## config.mk

```make
export PLATFORM = sky130hd
export DESIGN_NAME = psp_top
export DESIGN_NICKNAME = d
export VERILOG_FILES = /design/src/psp_pkg.sv /design/src/psp_strobe_if.sv /design/src/psp_sync.sv /design/src/psp_top.sv
export VERILOG_INCLUDE_DIRS = /design/src
export SDC_FILE = /design/constraint.sdc
export NUM_CORES = 1
export LEC_CHECK = 0
export ABC_AREA = 1
export BUFFER_PORTS_ARGS = -buffer_cell sky130_fd_sc_hd__buf_2
export CORE_MARGIN = 2
export CORE_UTILIZATION = 48
export CTS_CLUSTER_DIAMETER = 30
export DETAILED_ROUTE_END_ITERATION = 6
export HOLD_SLACK_MARGIN = 0.03
export PLACE_DENSITY = 0.83
export SLEW_MARGIN = 20
export SYNTH_ARGS = -nofsm -noshare
export SYNTH_HDL_FRONTEND = slang
export SYNTH_SLANG_ARGS = --single-unit
export TNS_END_PERCENT = 20
```

## constraint.sdc

```tcl
create_clock -name clk_i -period 1.5 [get_ports clk_i]
set_input_delay 0.15 -clock clk_i [delete_from_list [all_inputs] [get_ports clk_i]]
set_output_delay 0.15 -clock clk_i [all_outputs]
set_load 0.01 [all_outputs]
```

## src/psp_consts.svh

```systemverilog
/*
 constants for the processor slave port: field positions, reset values,
 widths. assumes inclusion by bare name from package and modules.
*/
`ifndef PSP_CONSTS_SVH
`define PSP_CONSTS_SVH
`define PSP_DATA_W 8
`define PSP_CTRL_IN_FULL 7
`define PSP_CTRL_OUT_FULL 6
`define PSP_CTRL_OVERRUN 5
`define PSP_CTRL_SELECT 4
`define PSP_BYTE_RST 8'h00
`define PSP_SYNC_STAGES 2
`endif

```

## src/psp_pkg.sv

```systemverilog
/*
 types for the processor slave port.
 assumes psp_consts.svh is on the include path.
*/
`include "psp_consts.svh"
package psp_pkg;
   // access phase, gray coded along idle -> write/read
   typedef enum logic [1:0] {
      PSP_IDLE = 2'b00,
      PSP_WRITE = 2'b01,
      PSP_READ = 2'b10
   } psp_state_t;
   typedef logic [`PSP_DATA_W-1:0] psp_byte_t;
endpackage

```

## src/psp_strobe_if.sv

```systemverilog
/*
 interface carrying synchronised strobes from the synchroniser
 to the port core. assumes one clock domain.
*/
`timescale 1ns/10ps
interface psp_strobe_if;
   logic rd_n;
   logic wr_n;
   logic cs_n;
   modport src (output rd_n, output wr_n, output cs_n);
   modport dst (input rd_n, input wr_n, input cs_n);
endinterface

```

## src/psp_sync.sv

```systemverilog
/*
 two-flop synchroniser for the three strobe pins.
 assumes pins are asynchronous to clk_i; idle level is high.
*/
`timescale 1ns/10ps
module psp_sync
   import psp_pkg::*;
(
   input wire logic clk_i,
   input wire logic rst_i,
   input wire logic read_strobe_n_i,
   input wire logic store_strobe_n_i,
   input wire logic chip_select_n_i,
   psp_strobe_if.src sync_o
);
   typedef struct packed {
      logic [2:0] meta;
      logic [2:0] stable;
   } psp_sync_st_t;
   psp_sync_st_t st_r;
   psp_sync_st_t st_nxt;
   // ==========================================================
   // synchroniser stages
   // only the second stage is read outside
   always_comb begin
      st_nxt = st_r;
      st_nxt.meta = {chip_select_n_i, store_strobe_n_i, read_strobe_n_i};
      st_nxt.stable = st_r.meta;
   end
   // strobes idle high, so reset to high avoids a fake access
   always_ff @(posedge clk_i or posedge rst_i) begin
      if (rst_i) begin
         st_r <= {3'h7, 3'h7};
      end else begin
         st_r <= st_nxt;
      end
   end
   assign sync_o.rd_n = st_r.stable[0];
   assign sync_o.wr_n = st_r.stable[1];
   assign sync_o.cs_n = st_r.stable[2];
endmodule

```

## src/psp_top.sv

```systemverilog
/*
 processor slave port core: byte latch shared with an outside
 processor through read, store and chip-select strobes.
 assumes the on-chip cpu drives the *_i control ports synchronously
 and that the strobe pins were set as inputs by software.
*/
`timescale 1ns/10ps
`include "psp_consts.svh"
// Functional notes
// - select bit set turns the 8-bit shared port into a slave latch
// - outside accesses are asynchronous, governed only by the strobes
// - in slave mode control pins are read, store and chip-select inputs
// - write spans chip select and store low; ends when either is high
// - write end latches byte, sets port event and input full flags
// - read start drives output byte onto pins, sets output full flag
// - cpu write during a read drives new byte, output full not set
// - read end releases pins to input and sets port event flag
// - slave mode only in microcontroller mode, no external bus
// - write onto unread byte sets overrun flag, cleared by software
// - select bit clear gives ordinary general purpose port
module psp_top
   import psp_pkg::*;
#(
   parameter int DATA_W = `PSP_DATA_W
)
(
   input wire logic clk_i,
   input wire logic rst_i,
   input wire logic slave_port_select_i,
   input wire logic mcu_mode_i,
   input wire logic [DATA_W-1:0] data_pin_i,
   output logic [DATA_W-1:0] data_pin_o,
   output logic [DATA_W-1:0] data_pin_oe_n_o,
   input wire logic read_strobe_n_i,
   input wire logic store_strobe_n_i,
   input wire logic chip_select_n_i,
   input wire logic [DATA_W-1:0] gpio_dir_in_i,
   input wire logic cpu_wr_i,
   input wire logic [DATA_W-1:0] cpu_wdata_i,
   input wire logic cpu_rd_i,
   output logic [DATA_W-1:0] cpu_rdata_o,
   input wire logic overrun_clr_i,
   input wire logic event_clr_i,
   output logic input_full_flag_o,
   output logic output_full_flag_o,
   output logic input_overrun_flag_o,
   output logic port_event_flag_o,
   output logic slave_active_o
);
   typedef struct packed {
      psp_state_t state;
      logic [DATA_W-1:0] out_latch;
      logic [DATA_W-1:0] in_latch;
      logic [DATA_W-1:0] pin_in;
      logic [DATA_W-1:0] pin_meta;
      logic in_full;
      logic out_full;
      logic overrun;
      logic event_f;
   } psp_st_t;
   psp_st_t st_r;
   psp_st_t st_nxt;
   psp_strobe_if strobes ();
   logic enabled;
   logic wr_on;
   logic rd_on;

   // ==========================================================
   // strobe synchroniser
   psp_sync u_sync (
      .clk_i(clk_i),
      .rst_i(rst_i),
      .read_strobe_n_i(read_strobe_n_i),
      .store_strobe_n_i(store_strobe_n_i),
      .chip_select_n_i(chip_select_n_i),
      .sync_o(strobes.src)
   );

   // ==========================================================
   // access detection
   // external bus mode locks the slave port out entirely
   assign enabled = slave_port_select_i & mcu_mode_i;
   assign wr_on = enabled & ~strobes.cs_n & ~strobes.wr_n;
   assign rd_on = enabled & ~strobes.cs_n & ~strobes.rd_n;

   // ==========================================================
   // next state
   always_comb begin
      st_nxt = st_r;
      // pins are asynchronous: two stages before gpio or latch reads them
      // the outside processor must hold data one cycle past the strobe
      st_nxt.pin_meta = data_pin_i;
      st_nxt.pin_in = st_r.pin_meta;
      // cpu side: write sets output full unless a read is ongoing
      if (cpu_wr_i) begin
         st_nxt.out_latch = cpu_wdata_i;
         if (st_r.state != PSP_READ) begin
            st_nxt.out_full = 1'b1;
         end
      end
      if (cpu_rd_i && enabled) begin
         st_nxt.in_full = 1'b0;
      end
      if (overrun_clr_i) begin
         st_nxt.overrun = 1'b0;
      end
      if (event_clr_i) begin
         st_nxt.event_f = 1'b0;
      end
      // outside access sequencing; hardware sets beat cpu clears
      case (st_r.state)
         PSP_IDLE: begin
            if (wr_on) begin
               st_nxt.state = PSP_WRITE;
            end else if (rd_on) begin
               st_nxt.state = PSP_READ;
               st_nxt.out_full = 1'b1;
            end
         end
         PSP_WRITE: begin
            if (!wr_on) begin
               st_nxt.state = PSP_IDLE;
               st_nxt.in_latch = st_r.pin_in;
               st_nxt.in_full = 1'b1;
               st_nxt.event_f = 1'b1;
               if (st_r.in_full) begin
                  st_nxt.overrun = 1'b1;
               end
            end
         end
         PSP_READ: begin
            if (!rd_on) begin
               st_nxt.state = PSP_IDLE;
               st_nxt.event_f = 1'b1;
            end
         end
         default: begin
            st_nxt.state = PSP_IDLE;
         end
      endcase
   end

   // ==========================================================
   // state register
   always_ff @(posedge clk_i or posedge rst_i) begin
      if (rst_i) begin
         st_r <= '0;
      end else begin
         st_r <= st_nxt;
      end
   end

   // ==========================================================
   // outputs
   // pins driven only in read phase, or in gpio mode per direction
   always_comb begin
      if (enabled) begin
         data_pin_oe_n_o = (st_r.state == PSP_READ) ? '0 : '1;
      end else begin
         data_pin_oe_n_o = gpio_dir_in_i;
      end
   end
   assign data_pin_o = st_r.out_latch;
   assign cpu_rdata_o = enabled ? st_r.in_latch : st_r.pin_in;
   assign input_full_flag_o = st_r.in_full;
   assign output_full_flag_o = st_r.out_full;
   assign input_overrun_flag_o = st_r.overrun;
   assign port_event_flag_o = st_r.event_f;
   assign slave_active_o = enabled;

   // ==========================================================
   // assertions
   a_write_end_flags: assert property (
      @(posedge clk_i) disable iff (rst_i)
      st_r.state == PSP_WRITE && !wr_on |=> st_r.in_full && st_r.event_f)
      else $error("write end did not set flags");
   a_overrun_set: assert property (
      @(posedge clk_i) disable iff (rst_i)
      st_r.state == PSP_WRITE && !wr_on && st_r.in_full
      |=> st_r.overrun)
      else $error("overrun not flagged");
   a_read_drive: assert property (
      @(posedge clk_i) disable iff (rst_i)
      enabled && st_r.state == PSP_READ |-> data_pin_oe_n_o == '0)
      else $error("read phase not driving pins");
   a_read_obf: assert property (
      @(posedge clk_i) disable iff (rst_i)
      st_r.state == PSP_IDLE && rd_on && !wr_on |=> st_r.out_full)
      else $error("read start did not set output full");
   // out_full is already high from the read start, so the check is
   // that a cpu write inside the read leaves it as it was
   a_read_cpu_wr: assert property (
      @(posedge clk_i) disable iff (rst_i)
      st_r.state == PSP_READ && rd_on && cpu_wr_i
      |=> data_pin_o == $past(cpu_wdata_i)
      && st_r.out_full == $past(st_r.out_full))
      else $error("cpu write in read mishandled");
   a_read_end: assert property (
      @(posedge clk_i) disable iff (rst_i)
      st_r.state == PSP_READ && !rd_on
      |=> st_r.event_f && st_r.state == PSP_IDLE)
      else $error("read end mishandled");
   a_gpio_dir: assert property (
      @(posedge clk_i) disable iff (rst_i)
      !enabled |-> data_pin_oe_n_o == gpio_dir_in_i)
      else $error("gpio direction not followed");
   a_mode_gate: assert property (
      @(posedge clk_i) disable iff (rst_i)
      !mcu_mode_i && st_r.state == PSP_IDLE |=> st_r.state == PSP_IDLE)
      else $error("slave access outside mcu mode");
   a_sync_delay: assert property (
      @(posedge clk_i) disable iff (rst_i)
      strobes.wr_n == $past(store_strobe_n_i, 2))
      else $error("strobe sync depth wrong");
   a_cpu_rd_clr: assert property (
      @(posedge clk_i) disable iff (rst_i)
      enabled && cpu_rd_i && !(st_r.state == PSP_WRITE && !wr_on)
      |=> !st_r.in_full)
      else $error("cpu read did not clear input full");
   a_cpu_wr_obf: assert property (
      @(posedge clk_i) disable iff (rst_i)
      cpu_wr_i && st_r.state != PSP_READ
      |=> st_r.out_full && st_r.out_latch == $past(cpu_wdata_i))
      else $error("cpu write did not set output full");
   c_write: cover property (@(posedge clk_i) disable iff (rst_i)
      st_r.state == PSP_WRITE ##1 st_r.state == PSP_IDLE);
   c_read: cover property (@(posedge clk_i) disable iff (rst_i)
      st_r.state == PSP_READ ##1 st_r.state == PSP_IDLE);
   c_overrun: cover property (@(posedge clk_i) disable iff (rst_i)
      $rose(st_r.overrun));
   c_read_cpu_wr: cover property (@(posedge clk_i) disable iff (rst_i)
      st_r.state == PSP_READ && cpu_wr_i);
   c_read_empty: cover property (@(posedge clk_i) disable iff (rst_i)
      st_r.state == PSP_IDLE && rd_on && !st_r.out_full);
endmodule

```

==> metrics.md <==
| Metric | Value |
|---|---|
| Worst EP required | roughly 1.4 ns |
| Clock Skew | slightly below 0.008 ns |
| GR Util met2 | 31.6% |
| Drt first pass iters | 4 |
| Post-Synth Adder-Cell Area | 2.14% |
| Most common cell after layout, fill and taps aside | buf_2 |
| Clk sink count | 44 |
| Clock latency on the worst-skew pair | 0.34 ns |
| First-pass GRT wire length | a little under 6000 µm |
| Vias per inst | between 4 and 5 |
| Outcome | finished clean |
| Layout cells sized above 1 | roughly two fifths |
| P&R area growth vs syn | 39.2% |
| Commonest cells after routing, fill and taps aside | 60 x buf_2, 44 x nand2_1, 38 x dfrtp_1 |
| Synthesized netlist cell count | ~170 |
| DR vias | approximately 1.4k |
| Final Cycle Share | a little over nine tenths |
| Routed Wire Length | roughly 3600 µm |
| Final weighted congestion in routability-driven placement | between 0.7 and 0.8 |
| Synth cell types | 20 |
| Worst setup path category | flop to primary output |
| Area of the core | approximately 0.0034 mm² |
| CTS tree | built |
| Initial Util | 51.4% |
| Synth Area in Compound Gates | around 5.7% |
| Initial antenna violation count | 0 |
| Gr usage total | between 15 and 20% |
| Horiz. Die Dim | between 60 and 70 µm |
| Drt initial violations | 21 |
| Post-DR wirelength/cell | around 12 µm |
| Mux share of post-synthesis cell area | under 10% |
| Destination of the critical timing path | data_pin_oe_n_o[1] |
| Layout Cells excl Fill | about 300 |
| Diodes inserted | 0 |
| Reg2Reg Capture Point | port_event_flag_o |
| H-tree depth | 2 |
| Max VDD drop | between 0.9 and 1 mV |
| Hold slack | ~0.070 ns |
| Synth Area in XOR/XNOR | 0% |
| Final nets | 289 |
| Reg clk slew, reported paths | 0.13 ns |
| Total CTS buffers | 5 |
| Mapped Area | 0.00176 mm² |
| Routed Antenna Nets | 0 |
| M3 GR Usage | around 5.7% |
| Pwr Density | 1270 mW/mm² |
| MaxCap Viol Count | 0 |
| Worst r2r src | st_r[36] |
| Synth area leader | dfrtp_1 |
| Net count of the mapped netlist | 205 |
| Final setup violation count | 0 |
| Placed insts | around 270 |
| Reg2reg setup slack | about 0.14 ns |
| # IOs | 64 |
| Final Hold Fails | 0 |
| Met1 layer usage reported by global route | between 20 and 25% |
| Crit path time final | 1.47 ns |
| Min-Delay Path Class | input port to flop |
| Post-synthesis sequential area ratio | 63.1% |
| Post-layout power | ~3.1 mW |
| Die height | roughly 64 µm |
| Largest net degree at the start of global routing | 45 |
| CTS max path bufs | 2 |
| Top Usage Layer GRT | met2 |
| P_leak | between 1 and 1.5 nW |
| Worst EP arrival | between 1 and 1.5 ns |
| CTS root buffer | clkbuf_4 |
| Worst slew pin tran | 0.321 ns |
| Vias in the first global route | approximately 1.3k |
| Crit path capture type | primary output |
| Relative slew slack | 78.6% |
| Port buffer count | 63 |
| Pins Over Slew Limit | 0 |
| HPWL after detailed placement | around 2300 µm |
| Yosys warnings | 0 |
| Rows | 21 |
| Critical path peak fanout | 8 |
| Fmax | ~0.68 GHz |
| Top cells by area, synth | dfrtp_1 54%, nand2_1 10%, dfstp_2 9.0%, o21ai_0 5.1%, mux2_2 5.1% |
| Die Area | 0.00416 mm² |
| Syn_area_per_cell | between 10 and 15 µm² |
| Simple-Gate Fraction of Synth Area | roughly 15% |
| RSZ-0062 raised after global routing | yes |
| Total gr overflow | 0 |
| Worst setup SP type | flop |
| Worst Reg-to-Reg Cells | 6 |
| Top cell type's share of synthesized area | 54.1% |
| #FFs+latches synth | 44 |
| CP Launch Point | st_r[37] |
| Drt drc | 0 |
| Main combinational cell family by area after synthesis | simple AND/OR/NAND/NOR gates |
==> repair_timing <==
action,4_1_cts,5_1_grt
hold endpoints to repair,63,0
setup endpoints to repair,8,8
pin swaps,0,1
hold buffers,22,0
buffers inserted,2,1
gates resized for setup,6,8
==> routing by layer <==
layer,wire length [µm],vias to the layer above
met5,0,-
met4,14,0
met3,281,3
met2,1820,55
met1,1460,646
li1,-,676
==> logic make-up after synthesis <==
kind of cell,count (synthesis)
flip-flops,44
AND/OR/NAND/NOR,61
AO/OA/AOI/OAI,20
adder cells (fa/ha/maj),3
multiplexers,8
buffers and inverters,31
==> cells in the mapped netlist, drive strengths merged <==
cell     n
clkbuf   1
o21ai   18
nor2     4
buf     11
nand3b   1
inv     19
mux2     8
dfrtp   38
nand3    4
ha       3
dfstp    6
nand2   51
nor3     1
a21oi    2
==> worst min path at each step <==
stage                                from                end  slack [ns]  cells after the start
after floorplan           read_strobe_n_i   u_sync.st_nxt[0]        0.15                      0
after global placement              rst_i         st_nxt[15]        0.19                      3
after detailed placement            rst_i         st_nxt[14]        0.19                      3
after CTS                        cpu_rd_i  input_full_flag_o        0.04                      4
after global routing             cpu_rd_i  input_full_flag_o        0.06                      4
final                            cpu_rd_i  input_full_flag_o        0.07                      4
==> state kept, by name, indices dropped and copies added, names as in the netlist, 3 cells and up <==
name and flops:
data_pin_o 8, st_r 18, u_sync.st_nxt 3, st_nxt 8
==> critical path: stages (launching register included) <==
cell and delay [ns]:
dfrtp_1 0.44, ha_4 0.19, inv_4 0.08, nand2_8 0.07
nand2_1 0.08, buf_2 0.12
==> final cells by class <==
type	instances	area, µm²
timing repair buffer	89	597
fill	255	971
clock buffer	5	37.5
multi-input combinational	92	528
inverter	19	73.8
clock inverter	3	42.5
tap	46	57.6
sequential	44	1110
==> where the power goes <==
part | switching, mW | total [mW] | internal [mW]
logic | 0.478 | 0.877 | 0.399
clock network | 0.362 | 0.710 | 0.348
registers | 0.111 | 1.51 | 1.40
total | 0.951 | 3.09 | 2.14
==> stage by stage <==
step                setup TNS [ns]  setup WS [ns]  util [%]  area [µm²]
floorplan                        0          0.329         -        1760
detailed placement               0          0.204      60.4        2060
global placement                 0          0.255      60.4        2060
global route                -0.252        -0.0394      71.6        2440
finish                           0         0.0284      71.6        2440
CTS                              0        0.00368      70.3        2400
Note: power is estimated with default switching activity, not from simulation.
